## src/srs_consts.svh

```systemverilog
/*
 * constants of the safety relay start logic: register offsets, field positions,
 * reset values, mode selector codes and timing figures.
 * assumes a 125 MHz system clock and a 32-bit register port.
 */
`ifndef SRS_CONSTS_SVH
`define SRS_CONSTS_SVH

// register offsets (byte addresses)
`define SRS_ADDR_STATUS     8'h00
`define SRS_ADDR_IRQ_EN     8'h04
`define SRS_ADDR_IRQ_CLR    8'h08
`define SRS_ADDR_STATE      8'h0C
`define SRS_ADDR_MODE       8'h10

// event bits of status, enable and clear registers
`define SRS_EV_W            4
`define SRS_EV_ON           0
`define SRS_EV_OFF          1
`define SRS_EV_FAULT        2
`define SRS_EV_BLOCK        3
`define SRS_EV_RESET        4'h0
`define SRS_IRQ_EN_RESET    4'h0

// state register fields
`define SRS_ST_STATE_LSB    0
`define SRS_ST_OUT_BIT      4
`define SRS_ST_BLOCK_BIT    5
`define SRS_ST_FAULT_LSB    8

// fault cause bits
`define SRS_FLT_W           7
`define SRS_FLT_MODE        0
`define SRS_FLT_CHANGE      1
`define SRS_FLT_EARTH       2
`define SRS_FLT_SHORT       3
`define SRS_FLT_CROSS       4
`define SRS_FLT_EXPANSION   5
`define SRS_FLT_RELAY       6

// mode selector: [2:0] start behaviour, [4:3] channel configuration
`define SRS_MODE_W          5
`define SRS_MODE_RESET      5'h1F
`define SRS_MODE_NEUTRAL    5'h1F
`define SRS_KIND_AUTO       3'h0
`define SRS_KIND_MANUAL     3'h1
`define SRS_KIND_RISE       3'h2
`define SRS_KIND_FALL       3'h3
`define SRS_KIND_TEST       3'h4
`define SRS_CH_SINGLE       2'h0
`define SRS_CH_DUAL_NSD     2'h1
`define SRS_CH_DUAL_SD      2'h2

// timing, microseconds and clock rate
`define SRS_CLK_MHZ         125
`define SRS_T_ON_US         50
`define SRS_T_OFF_US        20
`define SRS_T_WAIT_US       250
`define SRS_T_PULSE_US      30
`define SRS_T_FB_US         20
`define SRS_INIT_CYC        3'h7
`define SRS_US2CYC(t)       ((t) * `SRS_CLK_MHZ)

`endif

```

## src/srs_pkg.sv

```systemverilog
/*
 * types of the safety relay start logic.
 * assumes srs_consts.svh for numeric constants.
 */
package srs_pkg;

	typedef enum logic [2:0] {
		SRS_S_INIT,
		SRS_S_READY,
		SRS_S_ON_DELAY,
		SRS_S_ACTIVE,
		SRS_S_OFF_DELAY,
		SRS_S_FAULT
	} srs_state_type;

endpackage : srs_pkg

```

## src/srs_sync.sv

```systemverilog
/*
 * three-stage input synchroniser; a bit changes once stages two and three agree.
 * assumes asynchronous pin inputs and a synchronous active-low reset.
 */
`timescale 1ns/1ps
module srs_sync #(
	parameter int unsigned W = 1
) (
	input  wire logic         i_clk_sys,
	input  wire logic         i_resetn,
	input  wire logic [W-1:0] i_async,
	output logic      [W-1:0] o_sync
);

	logic [W-1:0] ff1_reg;
	logic [W-1:0] ff2_reg;
	logic [W-1:0] ff3_reg;
	logic [W-1:0] out_reg;

	if (W < 1) begin : g_chk
		$error("srs_sync width must be at least one");
	end

	always_ff @(posedge i_clk_sys) begin
		if (!i_resetn) begin
			ff1_reg <= '0;
			ff2_reg <= '0;
			ff3_reg <= '0;
		end else begin
			ff1_reg <= i_async;
			ff2_reg <= ff1_reg;
			ff3_reg <= ff2_reg;
		end
	end

	always_ff @(posedge i_clk_sys) begin
		if (!i_resetn) begin
			out_reg <= '0;
		end else begin
			out_reg <= (ff2_reg & ~(ff2_reg ^ ff3_reg)) | (out_reg & (ff2_reg ^ ff3_reg));
		end
	end

	assign o_sync = out_reg;

endmodule : srs_sync

```

## src/srs_core.sv

```systemverilog
/*
 * dual-channel safety relay start and monitoring logic with register port.
 * assumes pins arrive asynchronously, relay feedback high when a contact is closed,
 * and fault detector inputs high while the fault is present.
 */
// The register addresses and the plain strobed port were chosen for this implementation.
`timescale 1ns/1ps
`include "srs_consts.svh"

// Summary of operation
// - automatic start closes outputs once the input circuit is closed.
// - manual start closes outputs only while input and start circuits are closed.
// - falling-edge start activates when start opens after closing, input closed.
// - rising-edge start needs start closing after the waiting period since input closed.
// - start-up test mode needs input opened then closed after power-up.
// - relay feedback checked every cycle of use; failure blocks reactivation.
// - single channel detects earth faults on start and input circuits.
// - dual channel detects earth faults, input shorts, start shorts in monitored start.
// - dual channel with short detection also detects shorts between channels.
// - selector chooses short detection and one of the start behaviours.
// - neutral selector position gives an error and keeps outputs open.
// - selector change while running faults and locks until reset.
// - separate non-safety auxiliary output for display.
// - automatic or bridged manual start reactivates when input closes again.
// - monitored start ignores start pulses shorter than the minimum.
// - auxiliary output high exactly while safety outputs are closed.
// - one channel interrupted alone blocks power-up until both open together.
// - missing expansion module or terminator faults and keeps outputs off.
module srs_core #(
	parameter int unsigned ON_CYC    = `SRS_US2CYC(`SRS_T_ON_US),
	parameter int unsigned OFF_CYC   = `SRS_US2CYC(`SRS_T_OFF_US),
	parameter int unsigned WAIT_CYC  = `SRS_US2CYC(`SRS_T_WAIT_US),
	parameter int unsigned PULSE_CYC = `SRS_US2CYC(`SRS_T_PULSE_US),
	parameter int unsigned FB_CYC    = `SRS_US2CYC(`SRS_T_FB_US),
	parameter int unsigned CNT_W     = 20
) (
	input  wire logic                  i_clk_sys,
	input  wire logic                  i_resetn,
	input  wire logic                  i_input_ch1,
	input  wire logic                  i_input_ch2,
	input  wire logic                  i_start_input,
	input  wire logic [4:0]            i_mode_sel,
	input  wire logic                  i_earth_fault,
	input  wire logic                  i_input_short,
	input  wire logic                  i_start_short,
	input  wire logic                  i_cross_short,
	input  wire logic                  i_expansion_present,
	input  wire logic                  i_relay_fb1,
	input  wire logic                  i_relay_fb2,
	input  wire logic [7:0]            i_addr,
	input  wire logic [31:0]           i_wdata,
	input  wire logic                  i_wr,
	input  wire logic                  i_rd,
	output logic      [31:0]           o_rdata,
	output logic                       o_safety_out1,
	output logic                       o_safety_out2,
	output logic                       o_aux_status_out,
	output logic                       o_fault,
	output logic                       o_irq,
	output srs_pkg::srs_state_type     o_state
);
	import srs_pkg::*;

	localparam int unsigned SYNC_W = 15;
	localparam logic [CNT_W-1:0] ON_LIM    = CNT_W'(ON_CYC - 1);
	localparam logic [CNT_W-1:0] OFF_LIM   = CNT_W'(OFF_CYC - 1);
	localparam logic [CNT_W-1:0] WAIT_LIM  = CNT_W'(WAIT_CYC);
	localparam logic [CNT_W-1:0] PULSE_LIM = CNT_W'(PULSE_CYC);
	localparam logic [CNT_W-1:0] FB_LIM    = CNT_W'(FB_CYC);

	if (CNT_W < 2 || CNT_W > 31) begin : g_chk_w
		$error("srs_core counter width out of range");
	end
	if (ON_CYC < 1 || OFF_CYC < 1 || WAIT_CYC < 1 || PULSE_CYC < 1 || FB_CYC < 1) begin : g_chk_min
		$error("srs_core timing counts must be at least one");
	end
	if (ON_CYC >= (2 ** CNT_W) || OFF_CYC >= (2 ** CNT_W) || WAIT_CYC >= (2 ** CNT_W)
		|| PULSE_CYC >= (2 ** CNT_W) || FB_CYC >= (2 ** CNT_W)) begin : g_chk_max
		$error("srs_core timing counts exceed counter width");
	end

	////////////////////////////////////////////////////////////////////////////////
	// pin synchronisation

	logic [SYNC_W-1:0] sync_vec;
	logic              ch1;
	logic              ch2;
	logic              st;
	logic [4:0]        mode_now;
	logic              earth;
	logic              in_short;
	logic              st_short;
	logic              x_short;
	logic              exp_ok;
	logic              fb1;
	logic              fb2;

	srs_sync #(
		.W (SYNC_W)
	) u_sync (
		.i_clk_sys (i_clk_sys),
		.i_resetn  (i_resetn),
		.i_async   ({i_input_ch1, i_input_ch2, i_start_input, i_mode_sel, i_earth_fault, i_input_short,
		             i_start_short, i_cross_short, i_expansion_present, i_relay_fb1, i_relay_fb2}),
		.o_sync    (sync_vec)
	);

	assign {ch1, ch2, st, mode_now, earth, in_short, st_short, x_short, exp_ok, fb1, fb2} = sync_vec;

	////////////////////////////////////////////////////////////////////////////////
	// mode selector capture

	logic [4:0]  mode_reg;
	logic        mode_valid_reg;
	logic [2:0]  init_cnt_reg;
	logic [2:0]  kind;
	logic [1:0]  chan;
	logic        dual;
	logic        mode_bad;
	logic        monitored;

	always_ff @(posedge i_clk_sys) begin
		if (!i_resetn) begin
			init_cnt_reg   <= 3'h0;
			mode_valid_reg <= 1'b0;
			mode_reg       <= `SRS_MODE_RESET;
		end else if (!mode_valid_reg) begin
			init_cnt_reg <= init_cnt_reg + 3'h1;
			if (init_cnt_reg == `SRS_INIT_CYC) begin
				mode_valid_reg <= 1'b1;
				mode_reg       <= mode_now;
			end
		end
	end

	assign kind      = mode_reg[2:0];
	assign chan      = mode_reg[4:3];
	assign dual      = (chan != `SRS_CH_SINGLE);
	assign monitored = (kind == `SRS_KIND_RISE) || (kind == `SRS_KIND_FALL);
	assign mode_bad  = (mode_reg == `SRS_MODE_NEUTRAL) || (chan == 2'h3) || (kind > `SRS_KIND_TEST);

	////////////////////////////////////////////////////////////////////////////////
	// fault latches, held until reset

	logic [`SRS_FLT_W-1:0] fault_reg;
	logic [`SRS_FLT_W-1:0] fault_now;
	logic                  fault_any;
	logic                  out_reg;
	logic [CNT_W-1:0]      fb_cnt_reg;
	logic                  fb_mism;

	assign fb_mism = ({fb1, fb2} != {out_reg, out_reg});

	always_comb begin
		fault_now = '0;
		if (mode_valid_reg) begin
			fault_now[`SRS_FLT_MODE]      = mode_bad;
			fault_now[`SRS_FLT_CHANGE]    = (mode_now != mode_reg);
			fault_now[`SRS_FLT_EARTH]     = earth;
			fault_now[`SRS_FLT_SHORT]     = dual && (in_short || (monitored && st_short));
			fault_now[`SRS_FLT_CROSS]     = (chan == `SRS_CH_DUAL_SD) && x_short;
			fault_now[`SRS_FLT_EXPANSION] = !exp_ok;
			fault_now[`SRS_FLT_RELAY]     = (fb_cnt_reg >= FB_LIM);
		end
	end

	always_ff @(posedge i_clk_sys) begin
		if (!i_resetn) begin
			fault_reg <= '0;
		end else begin
			fault_reg <= fault_reg | fault_now;
		end
	end

	assign fault_any = |fault_reg;

	always_ff @(posedge i_clk_sys) begin
		if (!i_resetn) begin
			fb_cnt_reg <= '0;
		end else if (!fb_mism) begin
			fb_cnt_reg <= '0;
		end else if (fb_cnt_reg < FB_LIM) begin
			fb_cnt_reg <= fb_cnt_reg + CNT_W'(1);
		end
	end

	////////////////////////////////////////////////////////////////////////////////
	// input circuit, channel discrepancy and start timing

	logic             input_closed;
	logic [1:0]       ch_prev_reg;
	logic             block_reg;
	logic [CNT_W-1:0] wait_cnt_reg;
	logic [CNT_W-1:0] st_cnt_reg;
	logic             st_prev_reg;
	logic             rise_armed_reg;
	logic             fall_armed_reg;
	logic             test_open_reg;
	logic             wait_done;
	logic             pulse_ok;
	logic             fall_go;

	assign input_closed = dual ? (ch1 && ch2) : ch1;
	assign wait_done    = (wait_cnt_reg >= WAIT_LIM);
	assign pulse_ok     = (st_cnt_reg >= PULSE_LIM);
	assign fall_go      = st_prev_reg && !st && fall_armed_reg && input_closed;

	always_ff @(posedge i_clk_sys) begin
		if (!i_resetn) begin
			ch_prev_reg <= 2'h0;
			block_reg   <= 1'b0;
		end else begin
			ch_prev_reg <= {ch1, ch2};
			if (!dual || (!ch1 && !ch2)) begin
				block_reg <= 1'b0;
			end else if ((ch_prev_reg == 2'h3) && (ch1 != ch2)) begin
				block_reg <= 1'b1;
			end
		end
	end

	always_ff @(posedge i_clk_sys) begin
		if (!i_resetn) begin
			wait_cnt_reg <= '0;
		end else if (!input_closed) begin
			wait_cnt_reg <= '0;
		end else if (!wait_done) begin
			wait_cnt_reg <= wait_cnt_reg + CNT_W'(1);
		end
	end

	always_ff @(posedge i_clk_sys) begin
		if (!i_resetn) begin
			st_cnt_reg  <= '0;
			st_prev_reg <= 1'b0;
		end else begin
			st_prev_reg <= st;
			if (!st) begin
				st_cnt_reg <= '0;
			end else if (!pulse_ok) begin
				st_cnt_reg <= st_cnt_reg + CNT_W'(1);
			end
		end
	end

	always_ff @(posedge i_clk_sys) begin
		if (!i_resetn) begin
			rise_armed_reg <= 1'b0;
			fall_armed_reg <= 1'b0;
		end else begin
			if (!st) begin
				rise_armed_reg <= 1'b0;
			end else if (!st_prev_reg) begin
				rise_armed_reg <= wait_done;
			end
			if (!st) begin
				fall_armed_reg <= 1'b0;
			end else if (pulse_ok) begin
				fall_armed_reg <= 1'b1;
			end
		end
	end

	always_ff @(posedge i_clk_sys) begin
		if (!i_resetn) begin
			test_open_reg <= 1'b0;
		end else if (mode_valid_reg && !input_closed) begin
			test_open_reg <= 1'b1;
		end
	end

	////////////////////////////////////////////////////////////////////////////////
	// start decision and output state machine

	logic             start_ok;
	logic             go;
	logic             hold_ok;
	srs_state_type    state_reg;
	srs_state_type    state_next;
	logic [CNT_W-1:0] timer_reg;

	always_comb begin
		unique case (kind)
			`SRS_KIND_AUTO:   start_ok = input_closed;
			`SRS_KIND_MANUAL: start_ok = input_closed && st;
			`SRS_KIND_RISE:   start_ok = input_closed && rise_armed_reg && pulse_ok;
			`SRS_KIND_FALL:   start_ok = fall_go;
			`SRS_KIND_TEST:   start_ok = input_closed && test_open_reg;
			default:          start_ok = 1'b0;
		endcase
	end

	assign go      = start_ok && !block_reg && !fb1 && !fb2 && !fault_any && mode_valid_reg;
	assign hold_ok = input_closed && !block_reg && ((kind != `SRS_KIND_MANUAL) || st);

	always_comb begin
		state_next = state_reg;
		unique case (state_reg)
			SRS_S_INIT: begin
				if (mode_valid_reg) begin
					state_next = SRS_S_READY;
				end
			end
			SRS_S_READY: begin
				if (fault_any) begin
					state_next = SRS_S_FAULT;
				end else if (go) begin
					state_next = SRS_S_ON_DELAY;
				end
			end
			SRS_S_ON_DELAY: begin
				if (fault_any) begin
					state_next = SRS_S_FAULT;
				end else if (!hold_ok) begin
					state_next = SRS_S_READY;
				end else if (timer_reg >= ON_LIM) begin
					state_next = SRS_S_ACTIVE;
				end
			end
			SRS_S_ACTIVE: begin
				if (fault_any) begin
					state_next = SRS_S_FAULT;
				end else if (!hold_ok) begin
					state_next = SRS_S_OFF_DELAY;
				end
			end
			SRS_S_OFF_DELAY: begin
				if (fault_any) begin
					state_next = SRS_S_FAULT;
				end else if (timer_reg >= OFF_LIM) begin
					state_next = SRS_S_READY;
				end
			end
			SRS_S_FAULT: begin
				state_next = SRS_S_FAULT;
			end
		endcase
	end

	always_ff @(posedge i_clk_sys) begin
		if (!i_resetn) begin
			state_reg <= SRS_S_INIT;
			timer_reg <= '0;
		end else begin
			state_reg <= state_next;
			if (state_next != state_reg) begin
				timer_reg <= '0;
			end else if (timer_reg != {CNT_W{1'b1}}) begin
				timer_reg <= timer_reg + CNT_W'(1);
			end
		end
	end

	always_ff @(posedge i_clk_sys) begin
		if (!i_resetn) begin
			out_reg <= 1'b0;
		end else begin
			out_reg <= (state_next == SRS_S_ACTIVE) || (state_next == SRS_S_OFF_DELAY);
		end
	end

	assign o_safety_out1    = out_reg;
	assign o_safety_out2    = out_reg;
	assign o_aux_status_out = out_reg;
	assign o_fault          = fault_any || block_reg;
	assign o_state          = state_reg;

	////////////////////////////////////////////////////////////////////////////////
	// events, interrupt and register port

	logic [`SRS_EV_W-1:0] status_reg;
	logic [`SRS_EV_W-1:0] irq_en_reg;
	logic [`SRS_EV_W-1:0] ev;
	logic [`SRS_EV_W-1:0] clr;
	logic                 out_prev_reg;
	logic                 fault_prev_reg;
	logic                 block_prev_reg;
	logic [31:0]          rdata_reg;

	always_ff @(posedge i_clk_sys) begin
		if (!i_resetn) begin
			out_prev_reg   <= 1'b0;
			fault_prev_reg <= 1'b0;
			block_prev_reg <= 1'b0;
		end else begin
			out_prev_reg   <= out_reg;
			fault_prev_reg <= fault_any;
			block_prev_reg <= block_reg;
		end
	end

	always_comb begin
		ev                = '0;
		ev[`SRS_EV_ON]    = out_reg && !out_prev_reg;
		ev[`SRS_EV_OFF]   = !out_reg && out_prev_reg;
		ev[`SRS_EV_FAULT] = fault_any && !fault_prev_reg;
		ev[`SRS_EV_BLOCK] = block_reg && !block_prev_reg;
		clr               = (i_wr && (i_addr == `SRS_ADDR_IRQ_CLR)) ? i_wdata[`SRS_EV_W-1:0] : '0;
	end

	always_ff @(posedge i_clk_sys) begin
		if (!i_resetn) begin
			status_reg <= `SRS_EV_RESET;
		end else begin
			status_reg <= (status_reg & ~clr) | ev;
		end
	end

	always_ff @(posedge i_clk_sys) begin
		if (!i_resetn) begin
			irq_en_reg <= `SRS_IRQ_EN_RESET;
		end else if (i_wr && (i_addr == `SRS_ADDR_IRQ_EN)) begin
			irq_en_reg <= i_wdata[`SRS_EV_W-1:0];
		end
	end

	assign o_irq = |(status_reg & irq_en_reg);

	always_ff @(posedge i_clk_sys) begin
		if (!i_resetn) begin
			rdata_reg <= 32'h0000_0000;
		end else begin
			rdata_reg <= 32'h0000_0000;
			if (i_rd) begin
				unique case (i_addr)
					`SRS_ADDR_STATUS: rdata_reg[`SRS_EV_W-1:0] <= status_reg;
					`SRS_ADDR_IRQ_EN: rdata_reg[`SRS_EV_W-1:0] <= irq_en_reg;
					`SRS_ADDR_STATE: begin
						rdata_reg[`SRS_ST_STATE_LSB +: 3]          <= state_reg;
						rdata_reg[`SRS_ST_OUT_BIT]                 <= out_reg;
						rdata_reg[`SRS_ST_BLOCK_BIT]               <= block_reg;
						rdata_reg[`SRS_ST_FAULT_LSB +: `SRS_FLT_W] <= fault_reg;
					end
					`SRS_ADDR_MODE:   rdata_reg[`SRS_MODE_W-1:0] <= mode_reg;
					default:          rdata_reg <= 32'h0000_0000;
				endcase
			end
		end
	end

	assign o_rdata = rdata_reg;
endmodule : srs_core

```

## config.mk

```make
export PLATFORM = sky130hd
export DESIGN_NAME = srs_core
export DESIGN_NICKNAME = d
export VERILOG_FILES = /design/src/srs_pkg.sv /design/src/srs_sync.sv /design/src/srs_core.sv
export VERILOG_INCLUDE_DIRS = /design/src
export SDC_FILE = /design/constraint.sdc
export NUM_CORES = 1
export LEC_CHECK = 0
export BUFFER_PORTS_ARGS = -buffer_cell sky130_fd_sc_hd__buf_2
export CELL_PAD_IN_SITES_DETAIL_PLACEMENT = 0
export CELL_PAD_IN_SITES_GLOBAL_PLACEMENT = 2
export CORE_UTILIZATION = 38
export CTS_CLUSTER_SIZE = 10
export DETAILED_ROUTE_END_ITERATION = 10
export GPL_TIMING_DRIVEN = 1
export PLACE_DENSITY = 0.92
export SLEW_MARGIN = 10
export SYNTH_ARGS = -nofsm -noshare
export SYNTH_HDL_FRONTEND = slang
export SYNTH_HIERARCHICAL = 1
export SYNTH_SLANG_ARGS = --single-unit
```

## constraint.sdc

```tcl
create_clock -name i_clk_sys -period 5 [get_ports i_clk_sys]
set_clock_uncertainty 0.05 [all_clocks]
set_input_delay 1 -clock i_clk_sys [delete_from_list [all_inputs] [get_ports i_clk_sys]]
set_output_delay 1 -clock i_clk_sys [all_outputs]
set_load 0.1 [all_outputs]
```

==> results of run 1 <==
worst min path at each step:
| stage | depth (start not counted) | slack (ns) | end | startpoint |
|---|---|---|---|---|
| global placement | 1 | 0.36 | u_sync/ff2_reg[13] | u_sync/ff1_reg[13] |
| global route | 1 | 0.39 | u_sync/ff2_reg[9] | u_sync/ff1_reg[9] |
| finish | 1 | 0.38 | u_sync/ff2_reg[13] | u_sync/ff1_reg[13] |
| CTS | 1 | 0.38 | u_sync/ff2_reg[10] | u_sync/ff1_reg[10] |
| floorplan | 1 | 0.36 | u_sync/ff2_reg[0] | u_sync/ff1_reg[0] |
| detailed placement | 1 | 0.37 | u_sync/ff2_reg[10] | u_sync/ff1_reg[10] |
worst register-to-register path, delay by kind of cell (launching register included):
family                     cells  cell delay (ns)
AOI/OAI and AO/OA              4             0.83
adders and majority gates      1             0.27
buffers and inverters          1             0.22
DFF                            1             0.37
and+or+nand+nor                3             1.13
cell usage after synthesis, types with 18 or more instances:
master / instances / area share
dfxtp_1: 191 / 0.50
nor2_1: 87 / 0.043
and2_1: 77 / 0.063
nand2_1: 68 / 0.033
nand3_1: 45 / 0.029
xor2_1: 31 / 0.035
a21oi_1: 24 / 0.016
buf_4: 23 / 0.023
nor2b_1: 23 / 0.019
and3_1: 21 / 0.017
inv_1: 20 / 0.0098
clkbuf_1: 18 / 0.0088
xnor2_1: 18 / 0.021
layout by cell type, fill, tap and decap left out, drive strengths merged, types with 7 or more instances in the layout:
master    n
a21oi    25
o21ai    17
conb     19
nand4    13
ha       13
xnor2    18
and2     78
inv      28
mux2i     7
nand3    45
dfxtp   191
nor4     13
nor3     12
clkbuf   19
nor2     87
nand2    68
and3     21
buf      53
xor2     31
nor2b    23
o211ai   16
final cells by class:
type	instances	area (sq um)	area share
Sequential cell	191	3820	0.443
Multi-Input combinational cell	583	3510	0.407
Clock buffer	19	453	0.0525
Tap cell	265	332	0.0384
Timing Repair Buffer	53	273	0.0316
Clock inverter	13	164	0.0190
Inverter	20	75.1	0.00870
power by group through the flow:
stage | combinational [mW] | clock (mW) | sequential (mW)
after floorplan | 0.414 | 0 | 1.73
after global placement | 0.532 | 0 | 1.68
after detailed placement | 0.534 | 0 | 1.68
after CTS | 0.536 | 1.42 | 1.64
after global routing | 0.584 | 1.49 | 1.65
final | 0.532 | 1.38 | 1.64
cell families after synthesis:
logic type               after synthesis  synth area share
AND/OR/NAND/NOR                      391             0.266
flip-flops                           191             0.499
AO/OA/AOI/OAI                        100            0.0905
buffers and inverters                 71            0.0518
XOR/XNOR                              49            0.0560
adder cells (fa/ha/maj)               13            0.0212
multiplexers                          11            0.0150
other                                  1          0.000489
routing by layer:
layer | part of all wire | global-route usage | wire length, um
met4 | 0.014 | 0.0554 | 190
met1 | 0.49 | 0.188 | 6900
met3 | 0.029 | 0.0377 | 402
met2 | 0.46 | 0.240 | 6500
met5 | 0 | 0 | 0
==> flow_metrics.py, run 1 <==
metrics = {
    "layout": {
        "fin_area_sq_mm": 0.00863,
        "diodes": 0,
        "final_nets": 938,
        "fillers": 1901,
        "drive_above_1_share": 0.109,
        "final_cells": 1144,
        "area_delta_synth_final_pct": 12.6,
        "final_core_util": 0.440,
    },
    "synthesis": {
        "synth-seq-cells": 191,
        "synthArstFlopShare": 0,
        "ys_types": 59,
        "synthFlopType": "dfxtp_1",
        "synthCells": 827,
        "synth.yosys.seq_area_share": 0.499,
        "yosysWarnings": 6,
        "netlist_area_sq_mm": 0.00766,
        "synth_edf_count": 0,
        "postSynthAreaPerCell_sq_um": 9.26,
    },
    "global_routing": {
        "grt_first_pass_wirelength_um": 24300,
        "grt_start_max_net_pins": 73,
        "grt_antenna_before_repair": 0,
        "gr-usage-all-layers": 0.148,
        "grt.overflow.total": 0,
        "first_global_vias": 5215,
    },
    "place": {
        "dpl_cell_area_sq_mm": 0.00801,
        "place_ws_ns": 2.15,
        "place_inst": 1112,
        "gp_congestion": 0.760,
        "port_buffers": 51,
        "hpwlAfterDp_um": 9480,
    },
    "setup_path": {
        "crit_family": "simple AND/OR/NAND/NOR gates",
        "cp-endpoint": "o_fault",
        "crit_chain": "nor4_1 > nand3_1 > buf_2",
        "required_ns": 3.95,
        "crit_arrival_ns": 1.95,
        "rrSetupSlack_ns": 2.07,
        "critPathMaxStageDelay_ns": 0.64,
        "crit_start": "fault_reg[2]",
        "critPathSlowestCell": "nor4_1",
        "crit_buf_inv": 1,
        "path_depth": 3,
        "end_kind": "primary output",
        "crit_path_max_fanout": 3,
        "cp-start-kind": "register",
        "r2r_start": "timer_reg[0]",
        "reg2regPathDepth": 9,
        "crit_type": "reg2out",
        "r2r-end": "timer_reg[7]",
    },
    "power": {
        "cellPowerDensity_mw_per_mm2": 412,
        "vdd_drop_max_v": 0.000233,
        "p_sw_mw": 1.10,
        "leakage_nw": 3.41,
        "intPower_mw": 2.46,
        "combinationalPowerShare": 0.150,
        "p_total_mw": 3.56,
        "swShare": 0.308,
        "clockPowerShare": 0.389,
        "power.share.sequential": 0.462,
    },
    "detailed_routing": {
        "wire_per_inst_um": 12.2,
        "drcViolationCount": 0,
        "drtAntennaViolNets": 0,
        "routed_wl_um": 14000,
        "num_vias": 5461,
        "drt-vias-per-instance": 4.77,
        "dr.pass1.iters": 4,
        "first_iter_violations": 228,
    },
    "floorplan": {
        "core_sq_mm": 0.0196,
        "die-height_um": 144,
        "start_util": 0.391,
        "die_w_um": 144,
        "dieArea_sq_mm": 0.0207,
        "ioPinCount": 99,
        "num_rows": 51,
    },
    "sta": {
        "layout_min_cycle_time_ns": 3.00,
        "fmax_mhz": 333,
        "setup_slack_ns": 2.00,
        "fin_crit_sh": 0.600,
        "tightest_slew_ns": 0.870,
        "whs_ns": 0.384,
        "max_slew_margin": 0.412,
        "hold_viol": 0,
        "final-setup-viol-count": 0,
        "drv_slew": 0,
        "rsz0062_at_grt": "no",
        "fin_setup_tns_ns": 0,
    },
    "clocking": {
        "h-tree-depth": 4,
        "numCtsBuffers": 17,
        "postCtsHoldBufs": 0,
        "clock_latency_ns": 0.43,
        "cts_max_path_buffers": 2,
        "post_cts_buffers": 0,
        "clkTransAtPathRegs_ns": 0.07,
        "cts_resized": 0,
        "clock_sinks": 191,
        "cts_tree": "yes",
        "cts_root_buf": "clkbuf_16",
    },
    "run": {
        "maxCapViolations": 0,
    },
    "hold_path": {
        "hold_class": "reg2reg",
    },
    "outcome": {
        "status": "complete, no violations",
    },
}
(Power assumes the default switching activity.)
==> run 2: changes to the inputs <==
Settings changed: CORE_UTILIZATION 38 to 32, PLACE_DENSITY 0.92 to 0.84.
Clock period 5 ns to 2.5 ns, I/O delays scaled along.
==> flow_metrics.py, run 2 (synthesis results as in run 1) <==
metrics = {
    "outcome": {
        "status": "finished with violations",
        "violations": "negative setup slack",
    },
    "place": {
        "gp_congestion": 0.762,
        "port_buffers": 51,
        "place_ws_ns": -0.0468,
        "place_inst": 1201,
        "hpwlAfterDp_um": 10300,
    },
    "detailed_routing": {
        "drtAntennaViolNets": 0,
        "wire_per_inst_um": 12.1,
        "drt-vias-per-instance": 4.53,
        "drcViolationCount": 0,
        "num_vias": 5593,
        "first_iter_violations": 275,
        "dr.pass1.iters": 4,
        "routed_wl_um": 14900,
    },
    "global_routing": {
        "grt_first_pass_wirelength_um": 24900,
        "grt_antenna_before_repair": 0,
        "first_global_vias": 5100,
        "gr-usage-all-layers": 0.128,
        "grt_start_max_net_pins": 50,
        "grt.overflow.total": 0,
    },
    "sta": {
        "final-setup-viol-count": 20,
        "tightest_slew_ns": 0.581,
        "max_slew_margin": 0.608,
        "fmax_mhz": 394,
        "fin_crit_sh": 1.01,
        "drv_slew": 0,
        "rsz0062_at_grt": "yes",
        "layout_min_cycle_time_ns": 2.54,
        "setup_slack_ns": -0.0353,
        "hold_viol": 0,
    },
    "run": {
        "maxCapViolations": 0,
    },
    "setup_path": {
        "crit_path_max_fanout": 20,
        "end_kind": "register",
        "r2r-end": "timer_reg[6]",
        "crit_arrival_ns": 2.82,
        "required_ns": 2.79,
        "rrSetupSlack_ns": -0.04,
        "reg2regPathDepth": 8,
        "crit_chain": "or3b_4 > a221o_1 > o2111a_1 > a221o_1 > o211a_1 > o31ai_4 > buf_12 > nor2_1",
        "cp-start-kind": "register",
        "critPathSlowestCell": "a221o_1",
        "crit_type": "reg2reg",
        "critPathMaxStageDelay_ns": 0.41,
        "cpMostUsedCell": "a221o_1",
    },
    "clocking": {
        "cts_root_buf": "clkbuf_16",
        "cts_max_path_buffers": 2,
        "clock_latency_ns": 0.44,
        "h-tree-depth": 4,
        "numCtsBuffers": 17,
        "clock_sinks": 191,
        "clkTransAtPathRegs_ns": 0.08,
        "cts_tree": "yes",
    },
    "hold_path": {
        "holdPathEnd": "u_sync/ff1_reg[9]",
        "hold_class": "in2reg",
        "hold_path.startpoint": "i_mode_sel[2]",
        "hold-path-cell-count": 2,
    },
    "floorplan": {
        "start_util": 0.326,
        "dieArea_sq_mm": 0.0246,
        "ioPinCount": 99,
        "num_rows": 56,
        "die_w_um": 157,
        "core_sq_mm": 0.0235,
        "die-height_um": 157,
    },
    "power": {
        "vdd_drop_max_v": 0.000407,
        "cellPowerDensity_mw_per_mm2": 802,
        "leakage_nw": 3.61,
        "p_total_mw": 7.25,
    },
    "layout": {
        "final_cells": 1234,
        "area_delta_synth_final_pct": 17.9,
        "final_core_util": 0.385,
        "final_nets": 974,
        "diodes": 0,
        "layout_common_cells": "dfxtp_1 (189), nor2_1 (87), and2_1 (77)",
        "final_common_cell": "dfxtp_1",
        "drive_above_1_share": 0.151,
    },
}
==> run 2: what timing repair did <==
action	4_1_cts	5_1_grt
endpoints found under the setup margin	20	21
hold buffers	0	0
pin swaps	0	3
hold endpoints to repair	0	0
buffers inserted	0	1
resized for setup	3	1
==> run 2: worst max path at each step <==
stage                       startpoint       endpoint  slack [ns]  depth (start not counted)
after floorplan            mode_reg[3]  timer_reg[17]       -0.02                          9
after global placement    timer_reg[1]   timer_reg[0]       -0.03                         10
after detailed placement  timer_reg[1]   timer_reg[4]       -0.05                         10
after CTS                     register   timer_reg[6]       -0.05                          8
after global routing          register   timer_reg[6]       -0.13                          8
final                         register   timer_reg[6]       -0.04                          8
==> run 2: cell type report <==
type,instances,area (sq um)
Clock buffer,17,425
Clock inverter,15,201
Fill cell,2356,14400
Inverter,20,75.1
Multi-Input combinational cell,583,3550
Sequential cell,191,3830
Tap cell,319,399
Timing Repair Buffer,89,556
==> run 2: through the flow <==
| step | instance area [sq um] | TNS, ns | hold slack, ns |
|---|---|---|---|
| floorplan | 7760 | -0.240 | 0.362 |
| global placement | 8380 | -0.421 | 0.365 |
| detailed placement | 8380 | -0.654 | 0.368 |
| CTS | 9020 | -0.808 | 0.187 |
| global route | 9030 | -2.32 | 0.187 |
| finish | 9030 | -0.538 | 0.209 |
==> run 2: metal layers <==
metal  up-vias  track usage  part of all wire
met5         -            0                 0
met4         0       0.0378            0.0070
met3         6       0.0341             0.028
met2        72        0.204              0.46
met1      2571        0.169              0.51
li1       2944            -                 -
==> run 2: report_power, final <==
part	internal (mW)	total, mW	switching (mW)	leakage (nW)
registers	3.14	3.26	0.120	1.55
clock network	1.38	2.79	1.40	0.301
logic	0.358	1.20	0.846	1.76
total	4.88	7.25	2.37	3.61
==> run 2: critical path, delay by kind of cell (launching register included) <==
family,cells,cell delay (ns)
compound gates,5,1.42
simple gates,2,0.44
flops,1,0.34
buf+inv,1,0.19
